**config.mk**
```make
export PLATFORM = sky130hd
export DESIGN_NAME = usb_endpoint_state_control
export DESIGN_NICKNAME = d
export VERILOG_FILES = /design/src/verilog/usb_ep_pkg.sv /design/src/verilog/ep_stat_decode.sv /design/src/verilog/usb_endpoint_state_control.sv
export SDC_FILE = /design/constraint.sdc
export NUM_CORES = 1
export LEC_CHECK = 0
export ABC_AREA = 1
export BUFFER_PORTS_ARGS = -buffer_cell sky130_fd_sc_hd__buf_2
export CAP_MARGIN = 20
export CORE_ASPECT_RATIO = 2
export CORE_UTILIZATION = 40
export DETAILED_ROUTE_END_ITERATION = 12
export PLACE_DENSITY_LB_ADDON = 0.2
export SYNTH_ARGS = -nofsm -noshare
export SYNTH_HDL_FRONTEND = slang
export SYNTH_SLANG_ARGS = --single-unit
```
**constraint.sdc**
```tcl
create_clock -name pclk -period 2.1 [get_ports pclk]
set_clock_uncertainty 0.2 [all_clocks]
set_input_delay 0.21 -clock pclk [delete_from_list [all_inputs] [get_ports pclk]]
set_output_delay 0.21 -clock pclk [all_outputs]
set_load 0.01 [all_outputs]
```
**src/verilog/usb_ep_pkg.sv**
```systemverilog
// package: register map, field layout, codes and carriers of the endpoint block
package usb_ep_pkg;

    // register byte offsets on the apb bus
    localparam logic [7:0] OFS_EP0 = 8'h00;
    localparam logic [7:0] OFS_EP1 = 8'h04;
    localparam logic [7:0] OFS_CTL = 8'h08;

    // values after reset
    localparam logic [7:0] EP0_RESET = 8'h00;
    localparam logic [7:0] EP1_RESET = 8'h00;
    localparam logic CTL_FORCE_RESET = 1'b0;

    // field positions
    localparam int unsigned EP0_FLAG_BIT = 7;
    localparam int unsigned EP0_TXTOG_BIT = 6;
    localparam int unsigned EP0_TXSTAT_LSB = 4;
    localparam int unsigned EP0_RXTOG_BIT = 2;
    localparam int unsigned EP0_RXSTAT_LSB = 0;
    localparam int unsigned EP1_FLAG_BIT = 3;
    localparam int unsigned EP1_RXTOG_BIT = 2;
    localparam int unsigned EP1_RXSTAT_LSB = 0;
    localparam int unsigned CTL_FORCE_BIT = 0;

    // endpoint state field codes
    localparam logic [1:0] STAT_DISABLED = 2'h0;
    localparam logic [1:0] STAT_STALL = 2'h1;
    localparam logic [1:0] STAT_NAK = 2'h2;
    localparam logic [1:0] STAT_VALID = 2'h3;

    typedef enum logic [1:0] {
        ANS_IGNORE, ANS_STALL, ANS_NAK, ANS_HANDLE
    } answer_t;

    typedef enum logic [1:0] {
        PID_OUT = 2'h0, PID_IN = 2'h2, PID_SETUP = 2'h3
    } token_pid_t;

    typedef enum logic [2:0] {
        HS_NONE, HS_ACK, HS_NAK, HS_STALL, HS_DATA
    } hs_code_t;

    typedef enum {ST_IDLE, ST_WAIT_DATA, ST_WAIT_ACK} fsm_t;

    // token seen by the packet engine
    typedef struct packed {
        logic valid;
        logic addr_match;
        logic [3:0] ep;
        token_pid_t pid;
    } token_t;

    // data packet seen by the packet engine
    typedef struct packed {
        logic valid;
        logic ok;
        logic pid1;
    } data_t;

    // answer to the packet engine
    typedef struct packed {
        logic valid;
        hs_code_t code;
        logic data_pid;
    } hs_t;

    typedef struct packed {
        logic flag;
        logic tx_tog;
        logic [1:0] tx_stat;
        logic rsv;
        logic rx_tog;
        logic [1:0] rx_stat;
    } ep0_reg_t;

    typedef struct packed {
        logic [3:0] rsv;
        logic flag;
        logic rx_tog;
        logic [1:0] rx_stat;
    } ep1_reg_t;

endpackage : usb_ep_pkg

```
**src/verilog/ep_stat_decode.sv**
```systemverilog
// decoder of an endpoint state field into the answer it calls for
`timescale 1ns/1ps
module ep_stat_decode (
    input wire logic [1:0] stat,
    output usb_ep_pkg::answer_t answer
);
    always_comb begin
        case (stat)
            usb_ep_pkg::STAT_STALL: answer = usb_ep_pkg::ANS_STALL;
            usb_ep_pkg::STAT_NAK: answer = usb_ep_pkg::ANS_NAK;
            usb_ep_pkg::STAT_VALID: answer = usb_ep_pkg::ANS_HANDLE;
            default: answer = usb_ep_pkg::ANS_IGNORE;
        endcase
    end
endmodule : ep_stat_decode

```
**src/verilog/usb_endpoint_state_control.sv**
```systemverilog
// usb endpoint 0 and endpoint 1 receive state, toggle and apb registers
//
// Function
// - ep0 register resets; usb reset clears fields
// - ep0 correct transfer sets sticky flag
// - toggle bit gives next data pid
// - setup token sets ep0 transmit toggle
// - transmit toggle inverts only after host ack
// - software writes to toggles take effect
// - ep0 transmit state field decoded
// - ep0 receive state field decoded
// - ep0 correct transfer sets both NAK
// - setup stage clears ep0 receive toggle
// - receive toggle inverts on matching correct data
// - setup on enabled ep0 acked, both NAK
// - ep0 stall answer sets both STALL
// - ep0 bit 3 reads zero
// - ep1 register resets; usb reset clears fields
// - ep1 bits 7:4 read zero
// - ep1 correct reception sets sticky flag
// - ep1 receive state field decoded
// - ep1 correct reception sets state NAK
// - correct means error free, expected pid
// - force reset holds; release raises event
//
// Decided for this implementation: the APB slave port and the register addresses.
`timescale 1ns/1ps
module usb_endpoint_state_control (
    input wire logic pclk,
    input wire logic presetn,
    input wire logic psel,
    input wire logic penable,
    input wire logic pwrite,
    input wire logic [7:0] paddr,
    input wire logic [31:0] pwdata,
    output logic [31:0] prdata,
    output logic pready,
    output logic pslverr,
    input wire logic usb_bus_reset,
    input wire usb_ep_pkg::token_t token,
    input wire usb_ep_pkg::data_t data_pkt,
    input wire logic host_ack,
    output usb_ep_pkg::hs_t answer,
    output logic force_usb_reset,
    output logic usb_reset_released
);

    typedef struct packed {
        usb_ep_pkg::ep0_reg_t ep0;
        usb_ep_pkg::ep1_reg_t ep1;
        logic ctl_force;
        logic force_prev;
        usb_ep_pkg::fsm_t fsm;
        logic cur_ep1;
        logic cur_setup;
        logic [31:0] prdata;
        usb_ep_pkg::hs_t hs;
        logic rst_done;
    } state_t;

    state_t s;
    state_t next_s;

    usb_ep_pkg::answer_t ans_tx0;
    usb_ep_pkg::answer_t ans_rx0;
    usb_ep_pkg::answer_t ans_rx1;
    usb_ep_pkg::answer_t ans_cur;
    logic usb_rst;
    logic hit;
    logic wr_en;
    logic ep0_wr;
    logic tok_ok;
    logic setup_taken;
    logic ack_taken;
    logic data_good;
    logic pid_match;
    logic ep0_ok;
    logic ep1_ok;
    logic [31:0] rd_word;

    // state field decoders
    ep_stat_decode u_dec_tx0 (
        .stat(s.ep0.tx_stat),
        .answer(ans_tx0)
    );
    ep_stat_decode u_dec_rx0 (
        .stat(s.ep0.rx_stat),
        .answer(ans_rx0)
    );
    ep_stat_decode u_dec_rx1 (
        .stat(s.ep1.rx_stat),
        .answer(ans_rx1)
    );

    assign usb_rst = usb_bus_reset | s.ctl_force;
    assign hit = (paddr == usb_ep_pkg::OFS_EP0)
        || (paddr == usb_ep_pkg::OFS_EP1)
        || (paddr == usb_ep_pkg::OFS_CTL);
    assign wr_en = psel & penable & pwrite & hit;
    assign ep0_wr = wr_en && (paddr == usb_ep_pkg::OFS_EP0);
    assign tok_ok = token.valid && token.addr_match && !usb_rst;
    assign setup_taken = (s.fsm == usb_ep_pkg::ST_IDLE) && tok_ok
        && (token.ep == 4'h0) && (token.pid == usb_ep_pkg::PID_SETUP);
    assign ack_taken = (s.fsm == usb_ep_pkg::ST_WAIT_ACK) && host_ack
        && !usb_rst;
    assign ans_cur = s.cur_ep1 ? ans_rx1 : ans_rx0;
    assign pid_match = s.cur_ep1 ? (data_pkt.pid1 == s.ep1.rx_tog)
        : (data_pkt.pid1 == s.ep0.rx_tog);
    // error free data with expected pid while waiting for data
    assign data_good = (s.fsm == usb_ep_pkg::ST_WAIT_DATA) && !usb_rst
        && data_pkt.valid && data_pkt.ok && pid_match;
    assign ep0_ok = (data_good && !s.cur_ep1
        && (s.cur_setup || ans_cur == usb_ep_pkg::ANS_HANDLE))
        || ack_taken;
    assign ep1_ok = data_good && s.cur_ep1
        && (ans_cur == usb_ep_pkg::ANS_HANDLE);

    // read word, reserved bits held at zero in the state
    always_comb begin
        rd_word = 32'h0000_0000;
        case (paddr)
            usb_ep_pkg::OFS_EP0: rd_word[7:0] = s.ep0;
            usb_ep_pkg::OFS_EP1: rd_word[7:0] = s.ep1;
            usb_ep_pkg::OFS_CTL: rd_word[usb_ep_pkg::CTL_FORCE_BIT] =
                s.ctl_force;
            default: rd_word = 32'h0000_0000;
        endcase
    end

    always_comb begin
        next_s = s;
        next_s.hs = '0;
        next_s.force_prev = s.ctl_force;
        next_s.rst_done = s.force_prev & ~s.ctl_force;
        if (psel && !penable) begin
            next_s.prdata = rd_word;
        end
        // software writes; hardware updates below take priority
        if (wr_en) begin
            case (paddr)
                usb_ep_pkg::OFS_EP0: begin
                    next_s.ep0.flag = s.ep0.flag
                        & pwdata[usb_ep_pkg::EP0_FLAG_BIT];
                    next_s.ep0.tx_tog =
                        pwdata[usb_ep_pkg::EP0_TXTOG_BIT];
                    next_s.ep0.tx_stat =
                        pwdata[usb_ep_pkg::EP0_TXSTAT_LSB +: 2];
                    next_s.ep0.rx_tog =
                        pwdata[usb_ep_pkg::EP0_RXTOG_BIT];
                    next_s.ep0.rx_stat =
                        pwdata[usb_ep_pkg::EP0_RXSTAT_LSB +: 2];
                end
                usb_ep_pkg::OFS_EP1: begin
                    next_s.ep1.flag = s.ep1.flag
                        & pwdata[usb_ep_pkg::EP1_FLAG_BIT];
                    next_s.ep1.rx_tog =
                        pwdata[usb_ep_pkg::EP1_RXTOG_BIT];
                    next_s.ep1.rx_stat =
                        pwdata[usb_ep_pkg::EP1_RXSTAT_LSB +: 2];
                end
                usb_ep_pkg::OFS_CTL: begin
                    next_s.ctl_force = pwdata[usb_ep_pkg::CTL_FORCE_BIT];
                end
                default: begin
                end
            endcase
        end
        // transaction sequencing
        case (s.fsm)
            usb_ep_pkg::ST_IDLE: begin
                if (tok_ok) begin
                    next_s.cur_ep1 = (token.ep == 4'h1);
                    next_s.cur_setup = (token.pid == usb_ep_pkg::PID_SETUP);
                    if (token.ep == 4'h0) begin
                        case (token.pid)
                            usb_ep_pkg::PID_SETUP: begin
                                next_s.ep0.tx_tog = 1'b1;
                                next_s.ep0.rx_tog = 1'b0;
                                if (ans_tx0 != usb_ep_pkg::ANS_IGNORE
                                    || ans_rx0 != usb_ep_pkg::ANS_IGNORE)
                                begin
                                    next_s.fsm = usb_ep_pkg::ST_WAIT_DATA;
                                end
                            end
                            usb_ep_pkg::PID_IN: begin
                                case (ans_tx0)
                                    usb_ep_pkg::ANS_STALL: begin
                                        next_s.hs.valid = 1'b1;
                                        next_s.hs.code = usb_ep_pkg::HS_STALL;
                                        next_s.ep0.tx_stat =
                                            usb_ep_pkg::STAT_STALL;
                                        next_s.ep0.rx_stat =
                                            usb_ep_pkg::STAT_STALL;
                                    end
                                    usb_ep_pkg::ANS_NAK: begin
                                        next_s.hs.valid = 1'b1;
                                        next_s.hs.code = usb_ep_pkg::HS_NAK;
                                    end
                                    usb_ep_pkg::ANS_HANDLE: begin
                                        next_s.hs.valid = 1'b1;
                                        next_s.hs.code = usb_ep_pkg::HS_DATA;
                                        next_s.hs.data_pid =
                                            s.ep0.tx_tog;
                                        next_s.fsm = usb_ep_pkg::ST_WAIT_ACK;
                                    end
                                    default: begin
                                    end
                                endcase
                            end
                            default: begin
                                if (ans_rx0 != usb_ep_pkg::ANS_IGNORE) begin
                                    next_s.fsm =
                                        usb_ep_pkg::ST_WAIT_DATA;
                                end
                            end
                        endcase
                    end else if (token.ep == 4'h1
                        && token.pid == usb_ep_pkg::PID_OUT
                        && ans_rx1 != usb_ep_pkg::ANS_IGNORE) begin
                        next_s.fsm = usb_ep_pkg::ST_WAIT_DATA;
                    end
                end
            end
            usb_ep_pkg::ST_WAIT_DATA: begin
                if (data_pkt.valid) begin
                    next_s.fsm = usb_ep_pkg::ST_IDLE;
                    if (data_pkt.ok && s.cur_setup) begin
                        next_s.hs.valid = 1'b1;
                        next_s.hs.code = usb_ep_pkg::HS_ACK;
                        next_s.ep0.tx_stat = usb_ep_pkg::STAT_NAK;
                        next_s.ep0.rx_stat = usb_ep_pkg::STAT_NAK;
                    end else if (data_pkt.ok) begin
                        case (ans_cur)
                            usb_ep_pkg::ANS_STALL: begin
                                next_s.hs.valid = 1'b1;
                                next_s.hs.code = usb_ep_pkg::HS_STALL;
                                if (!s.cur_ep1) begin
                                    next_s.ep0.tx_stat =
                                        usb_ep_pkg::STAT_STALL;
                                    next_s.ep0.rx_stat =
                                        usb_ep_pkg::STAT_STALL;
                                end
                            end
                            usb_ep_pkg::ANS_NAK: begin
                                next_s.hs.valid = 1'b1;
                                next_s.hs.code = usb_ep_pkg::HS_NAK;
                            end
                            usb_ep_pkg::ANS_HANDLE: begin
                                next_s.hs.valid = 1'b1;
                                next_s.hs.code = usb_ep_pkg::HS_ACK;
                            end
                            default: begin
                            end
                        endcase
                    end
                end else if (token.valid) begin
                    next_s.fsm = usb_ep_pkg::ST_IDLE;
                end
                if (ep0_ok) begin
                    next_s.ep0.rx_tog = ~s.ep0.rx_tog;
                    next_s.ep0.flag = 1'b1;
                    next_s.ep0.tx_stat = usb_ep_pkg::STAT_NAK;
                    next_s.ep0.rx_stat = usb_ep_pkg::STAT_NAK;
                end
                if (ep1_ok) begin
                    next_s.ep1.rx_tog = ~s.ep1.rx_tog;
                    next_s.ep1.flag = 1'b1;
                    next_s.ep1.rx_stat = usb_ep_pkg::STAT_NAK;
                end
            end
            usb_ep_pkg::ST_WAIT_ACK: begin
                if (ack_taken) begin
                    next_s.fsm = usb_ep_pkg::ST_IDLE;
                    next_s.ep0.tx_tog = ~s.ep0.tx_tog;
                    next_s.ep0.flag = 1'b1;
                    next_s.ep0.tx_stat = usb_ep_pkg::STAT_NAK;
                    next_s.ep0.rx_stat = usb_ep_pkg::STAT_NAK;
                end else if (token.valid || data_pkt.valid) begin
                    next_s.fsm = usb_ep_pkg::ST_IDLE;
                end
            end
            default: begin
                next_s.fsm = usb_ep_pkg::ST_IDLE;
            end
        endcase
        // usb reset from bus or software clears the state fields
        if (usb_rst) begin
            next_s.ep0.tx_tog = 1'b0;
            next_s.ep0.tx_stat = usb_ep_pkg::STAT_DISABLED;
            next_s.ep0.rx_tog = 1'b0;
            next_s.ep0.rx_stat = usb_ep_pkg::STAT_DISABLED;
            next_s.ep1.rx_tog = 1'b0;
            next_s.ep1.rx_stat = usb_ep_pkg::STAT_DISABLED;
            next_s.fsm = usb_ep_pkg::ST_IDLE;
            next_s.hs = '0;
        end
        next_s.ep0.rsv = 1'b0;
        next_s.ep1.rsv = 4'h0;
    end

    always_ff @(posedge pclk or negedge presetn) begin
        if (!presetn) begin
            s <= '0;
            s.ep0 <= usb_ep_pkg::EP0_RESET;
            s.ep1 <= usb_ep_pkg::EP1_RESET;
            s.ctl_force <= usb_ep_pkg::CTL_FORCE_RESET;
            s.fsm <= usb_ep_pkg::ST_IDLE;
        end else begin
            s <= next_s;
        end
    end

    assign prdata = s.prdata;
    assign pready = psel & penable;
    assign pslverr = psel & penable & ~hit;
    assign answer = s.hs;
    assign force_usb_reset = s.ctl_force;
    assign usb_reset_released = s.rst_done;
endmodule : usb_endpoint_state_control

```
==> results.md, run 1 <==
Floorplanning:
- The floorplan die width is 55.9 µm.
- For this configuration, the core starts out at a cell density of 41.1%.
- The number of placed I/O pins is 99.
- The total number of placement rows is 39.
- The overall die area is 6140 µm².
- The core region is 5660 µm².
- The die extent in y is 110 µm.

Placed design:
- The setup slack at placement is -0.0957 ns.
- The weighted congestion at the end of routability-driven global placement is 0.944.
- Summing all placed instances gives a cell area of 2630 µm².
- The number of port buffers is 50.
- Detailed placement finished with a half-perimeter wire length of 5.04 mm.

Job:
- The number of maximum-capacitance constraint violations is 0.

Layout:
- The net total in the final layout is 463.
- After routing the design area is 2870 µm².
- The post-route netlist has 26.1% of its cells at a drive strength greater than 1.
- The number of fill cells in the layout is 586.
- Leaving out fill and tap cells, the most frequent cell in the layout is nand2_1.
- The area growth from synthesis to layout is 23.3%.
- The top cell types in the final layout, fill and taps aside, are nand2_1, buf_2, inv_1.
- The antenna diode count is 0.

Pwr:
- The worst-case vdd ir drop is 453 µV.
- The cell area power density is 592 nW/µm².
- The leakage power summed over all cells is 0.00157 µW.

GRT:
- The global-route wire length before repair is 9.67 mm.
- The global-route total usage across every layer is 21.3%.
- Entering global routing, the biggest net connects 32 pins.
- The via count of the first global-routing pass is 2070.
- The initial antenna violation count is 0.
- The residual overflow from global routing is 0.

Route:
- The number of remaining DRC errors is 0.
- The post-route antenna net violation count is 0.
- The total detailed-routing wirelength is 6.20 mm.
- Summing over every cut layer, the via total after detailed routing is 2210.
- The DRC violation total after the first TritonRoute iteration is 78.
- The number of vias per cell is 4.85.
- The number of detailed-route iterations in the first pass is 4.
- In the final routed layout, each cell accounts on average for 13.6 µm.

Yosys:
- Dividing the synthesized area by the synthesized cell count gives 7.16 µm².
- Synthesis inferred 31 register bits.
- The cell count after synthesis is 325.
- The post-synthesis cell area is 2330 µm².
- Counting distinct cell types in the post-synthesis netlist gives 31.
- The count of yosys warnings during synthesis is 0.
- The post-synthesis sequential area ratio is 33.4%.

CTS:
- The latest clock arrival within the worst-skew pair is 0.28 ns.
- The deepest clock path buffer count is 2.
- In this run the clock root is driven by a clkbuf_16.
- The CTS tree is yes.
- Clock tree synthesis found a total of 31 sinks.
- The number of levels the H-tree was split into is 2.
- The number of buffers inserted during clock tree synthesis is 5.
- The post-CTS clock slew at the launch and capture registers of the worst setup and hold paths is 0.05 ns.

Timing:
- The final number of hold-violating endpoints is 0.
- Subtracting the final worst setup slack from the clock period gives 1.99 ns.
- The peak clock frequency supported by timing is 502 MHz.
- The count of final max-slew check failures is 0.
- Setup repair after global routing could not meet its margin everywhere.
- The least setup slack across all paths after layout is 0.110 ns.
- At the pin with the least slew margin, the transition time is 0.730 ns.
- The worst-case hold slack is 0.00372 ns.
- The post-route clock period utilization is 94.8%.
- The tightest slew margin relative to the limit is 51.3%.
- The count of endpoints failing setup in the final report is 0.

Min path:
- In this run the worst hold path is classified as primary input to flop.

Critical path:
- The path type of the worst setup path is flop to flop.
- The worst setup path is captured at a flop.
- Of all nets on the critical path, the largest fanout is 6.
- STA puts the critical path data arrival time at 2.00 ns.
- STA classifies the critical path startpoint as a flop.
- For the worst setup path, the data required time is 2.11 ns.

Run status:
- The flow ran to the end, and the final reports show no timing, DRC or antenna violations.
worst max-delay path, cell delays in order (launching register included):
cell,delay (ns)
dfrtp_1,0.45
nor2_4,0.18
inv_2,0.08
nor3_4,0.29
nand3_2,0.15
o21ai_1,0.23
inv_1,0.08
nand2_1,0.07
inv_1,0.05
a21oi_2,0.12
layout make-up:
class	count	area, µm²	area share, %
Multi-Input combinational cell	230	1190	41.5
Sequential cell	31	776	27.1
Timing Repair Buffer	79	475	16.6
Inverter	47	176	6.15
Clock buffer	6	139	4.84
Tap cell	61	76.3	2.66
Clock inverter	2	35.0	1.22
flip-flops by register name, summed over array words and instances, names as in the netlist:
signal	count
answer	5
force_usb_reset	1
prdata	8
s	16
usb_reset_released	1
synth_stat cells, drive strengths merged:
cell type  number  area share (%)
nand2          76              12
inv            47             7.6
buf            40              13
nor2           36             6.5
dfrtp          31              33
nand3          23             5.2
o21ai          21             4.7
a21oi          13             3.1
ha             11             5.9
nand4           8             2.8
nor3            6             1.8
o31ai           3            0.97
or2             3            0.81
a221oi          1            0.38
conb            1            0.16
mux2i           1            0.43
nand3b          1            0.32
o211ai          1            0.32
o221ai          1            0.38
o22ai           1            0.27
routing by layer:
metal / global-route usage (%) / vias up / share of wire, %
li1: - / 1109 / -
met1: 18.3 / 1010 / 33
met2: 44.2 / 72 / 58
met3: 3.29 / 19 / 3.6
met4: 12.7 / 0 / 5.1
met5: 0 / - / 0
worst paths after layout:
kind	depth (start not counted)	from	slack, ns	endpoint
setup / recovery	9	force_usb_reset$_DFFE_PN0P_	0.11	s[86]$_DFF_PN0_
hold / removal	3	pwdata[7]	0.004	s[89]$_DFF_PN0_
setup reg to reg	9	force_usb_reset$_DFFE_PN0P_	0.11	s[86]$_DFF_PN0_
hold reg to reg	2	s[72]$_DFF_PN0_	0.26	usb_reset_released$_DFF_PN0_
max in group asynchronous	2	presetn	0.90	s[89]$_DFF_PN0_
min in group asynchronous	2	presetn	0.33	prdata[5]$_DFFE_PN0P_
report_power, final:
group          internal [µW]  total (µW)  switching [µW]
sequential               610         619            8.32
combinational           84.4         227             143
clock                    589         850             261
repair_timing:
action / CTS / global route
resized for setup: 6 / 6
setup endpoints to repair: 6 / 7
cloned: 0 / 0
hold buffers: 3 / 0
pin swaps: 5 / 5
endpoints found under the hold margin: 33 / 0
buffers inserted: 1 / 0
through the flow:
stage                     util [%]  total power (µW)  TNS (ns)  cells
after floorplan                  -               773         0    348
after global placement        46.4               842    -0.365    444
after detailed placement      46.4               844    -0.393    444
after CTS                     50.4              1710         0    456
after global routing          50.7              1760   -0.0445    456
final                         50.7              1700         0    456
logic make-up (layout without fill, tap and decap cells):
group,Yosys count,after routing,synth area share [%]
flops,31,31,33.4
compound gates,41,41,10.1
other cells,1,24,0.161
fa+ha+maj,11,11,5.92
buf+inv,87,134,20.4
mux,1,1,0.430
simple gates,153,153,29.6
Note: power is estimated with default switching activity, not from simulation.
==> inputs of run 2 (changes only) <==
- clock period: 2.1 -> 2.32 ns (I/O delays scaled with it)
==> run 2 against run 1 <==
Net effect:
- critical path depth up 3
- wire length down 1.9%
- power shrank 10%
- first-iteration DRC count fell by 23%
- sequential share of layout area grew 1.2 points
- setup slack improved by 0.061 ns
- die area unchanged
- combinational power shrank 16%
- largest cell class unchanged
==> results.md, run 2 (synthesis gave the netlist of run 1 again) <==
GRT:
- The residual overflow from global routing is 0 (unchanged).
- The global-route total usage across every layer came to 20.5% (-0.77 points).
- The largest net degree at the start of global routing was 32 (unchanged).
- The global-route wire length before repair was 9.46 mm (-2.2%).
- The via count of the first global-routing pass is 2072 (+0.097%).
- The initial antenna violation count is 0 (unchanged).

CTS:
- The post-CTS repair timing setup buffer count is 0 (-1).
- The post-CTS clock slew at the launch and capture registers of the worst setup and hold paths is 0.06 ns (about the same).
- The root cell of the clock tree is clkbuf_16.
- The number of levels the H-tree was split into is 2 (unchanged).
- The number of clock sinks seen by CTS is 31 (unchanged).
- The CTS tree is yes.
- The number of buffers inserted during clock tree synthesis is 5 (unchanged).
- The latest clock arrival within the worst-skew pair was 0.28 ns (about the same).
- The deepest clock path buffer count was 2 (unchanged).

Pwr:
- The worst-case vdd ir drop is 454 µV (+0.26%).
- The leakage power summed over all cells was 0.00151 µW (-4.0%).
- The cell area power density is 555 nW/µm² (-6.1%).

Route:
- The post-route antenna net violation count is 0 (unchanged).
- The total detailed-routing wirelength came to 6.08 mm (-1.9%).
- The number of detailed-route iterations in the first pass is 4 (unchanged).
- The number of remaining DRC errors is 0 (unchanged).
- The average detailed-routed wire length per instance came to 13.7 µm (+0.72%).
- The total via count in the routed design came to 2195 (-0.68%).
- The DRC violation total after the first TritonRoute iteration is 60 (-23%).
- The number of vias per cell is 4.94 (+2.0%).

Timing:
- The worst-case hold slack was 0.0171 ns (+0.0134 ns).
- The peak clock frequency supported by timing is 465 MHz (-7.4%).
- The post-route clock period utilization came to 92.6% (-2.2 points).
- The count of final max-slew check failures is 0 (unchanged).
- The least setup slack across all paths after layout is 0.171 ns (+0.0615 ns).
- The minimum period implied by the final worst setup slack is 2.15 ns (+0.159 ns).
- The count of endpoints failing setup in the final report was 0 (unchanged).
- The final number of hold-violating endpoints is 0 (unchanged).
- Setup repair after global routing left no endpoint under its margin.
- The measured slew at the worst slew-check pin is 0.739 ns (+0.00916 ns).
- The setup TNS is 0 ns (unchanged).
- The tightest slew margin relative to the limit is 50.7% (-0.61 points).

Critical path:
- The critical path depth is 12 (+3).
- The stage delay of the slowest cell on the critical path is 0.40 ns (-0.05 ns).
- The category of the worst setup path launch point is a flop.
- The required time of the critical path is 2.33 ns (+0.22 ns).
- The largest individual stage delay along the critical path comes from the cell dfrtp_1.
- The data arrival time of the worst path is 2.16 ns (+0.16 ns).
- The category of the worst setup path capture point is a flop.
- The worst-case reg-to-reg path depth is 12 (+3).
- The critical path buffer and inverter count came to 2 (-1).
- The path type of the worst setup path is flop to flop.
- The signal on the critical path passes through or2_2 -> o21ai_1 -> inv_1 -> ha_1 -> nor2_1 -> nor2_1 -> nand4_1 -> nand2_1 -> nor3_2 -> buf_4 -> nand2_1 -> a21oi_2.
- The maximum fanout along the worst path is 2 (-4).
- The top cell family by delay on the critical path is simple AND/OR/NAND/NOR gates.

Floorplanning:
- The floorplan die width came to 55.9 µm (unchanged).
- The die extent in y is 110 µm (unchanged).
- The number of placed I/O pins is 99 (unchanged).
- The overall die area was 6140 µm² (unchanged).
- The core region area was 5660 µm² (unchanged).
- The total number of placement rows is 39 (unchanged).
- The starting density of the core is 41.1% (unchanged).

Min path:
- The hold path depth is 3 (unchanged).
- The type of the tightest min-delay check is primary input to flop.

Layout:
- The share of cells above drive strength 1 is 22.5% (-3.6 points).
- The number of fill cells in the layout is 602 (+2.7%).
- The register with the most flip-flops in the final layout is s.
- The most frequent standard cell in the layout excluding fill and tap cells is nand2_1.
- The post-layout instance count excluding filler cells was 444 (-2.6%).
- The utilization of the core after routing is 48.6% (-2.1 points).
- The number of flip-flops under the largest register name was 16 (unchanged).
- The net total in the final layout was 451 (-2.6%).
- The antenna diode count came to 0 (unchanged).
- The top cell types in the final layout, fill and taps aside, are nand2_1, buf_2, inv_1.
- The area growth from synthesis to layout is 18.2%.

Placed design:
- The setup slack at placement was 0.0857 ns (+0.181 ns).
- The number of port buffers was 50 (unchanged).
- The half-perimeter wire length after detailed placement came to 4.90 mm (-2.7%).
- The weighted congestion at the end of routability-driven global placement was 0.915 (-3.1%).
- The number of cells in the design after placement came to 435 (-2.0%).

Run status:
- The flow ran to the end, and the final reports show no timing, DRC or antenna violations.

Job:
- The number of maximum-capacitance constraint violations is 0 (unchanged).
[run 2: what timing repair did]
action                                  CTS  global route
hold endpoints to repair                 31             0
resized for setup                         0             3
hold buffers                              1             0
endpoints found under the setup margin    0             3
[run 2: metrics by stage]
| stage | total power (µW) | area [µm²] |
|---|---|---|
| final | 1530 | 2750 |
| after floorplan | 700 | 2410 |
| after global placement | 754 | 2560 |
| after CTS | 1530 | 2740 |
| after detailed placement | 757 | 2560 |
| after global routing | 1590 | 2750 |
[run 2: where the power goes]
group	internal [µW]	leakage [µW]	switching, µW
clock network	534	0.0000868	243
logic	66.2	0.000998	124
registers	552	0.000427	6.97
total	1150	0.00151	374
[run 2: final timing paths]
check | slack [ns] | end | start
setup / recovery | 0.17 | s[86]$_DFF_PN0_ | s[75]$_DFF_PN0_
hold / removal | 0.02 | force_usb_reset$_DFFE_PN0P_ | pwdata[0]
setup reg to reg | 0.17 | s[86]$_DFF_PN0_ | s[75]$_DFF_PN0_
hold reg to reg | 0.26 | usb_reset_released$_DFF_PN0_ | s[72]$_DFF_PN0_
max in group asynchronous | 1.09 | prdata[2]$_DFFE_PN0P_ | presetn
min in group asynchronous | 0.36 | answer[1]$_DFF_PN0_ | presetn
[run 2: worst register-to-register path: cells and delay by family (launching register included)]
kind | cells | cell delay, ns
compound gates | 2 | 0.24
buf+inv | 2 | 0.22
fa+ha+maj | 1 | 0.19
flops | 1 | 0.40
simple gates | 7 | 0.85
[run 2: layout make-up]
class | instances | area, µm² | share of cell area [%]
sequential | 31 | 776 | 28.2
timing repair buffer | 67 | 380 | 13.8
tap | 61 | 76.3 | 2.78
clock buffer | 6 | 139 | 5.05
clock inverter | 2 | 35.0 | 1.27
inverter | 47 | 176 | 6.42
multi-input combinational | 230 | 1170 | 42.4
[run 2: layer usage]
| metal | track usage, % | share of wire, % | up-vias | wire length [µm] |
|---|---|---|---|---|
| li1 | - | - | 1083 | - |
| met1 | 18.3 | 35 | 996 | 2120 |
| met2 | 41.5 | 56 | 92 | 3380 |
| met3 | 2.71 | 3.8 | 24 | 230 |
| met4 | 13.8 | 5.7 | 0 | 349 |
| met5 | 0 | 0 | - | 0 |
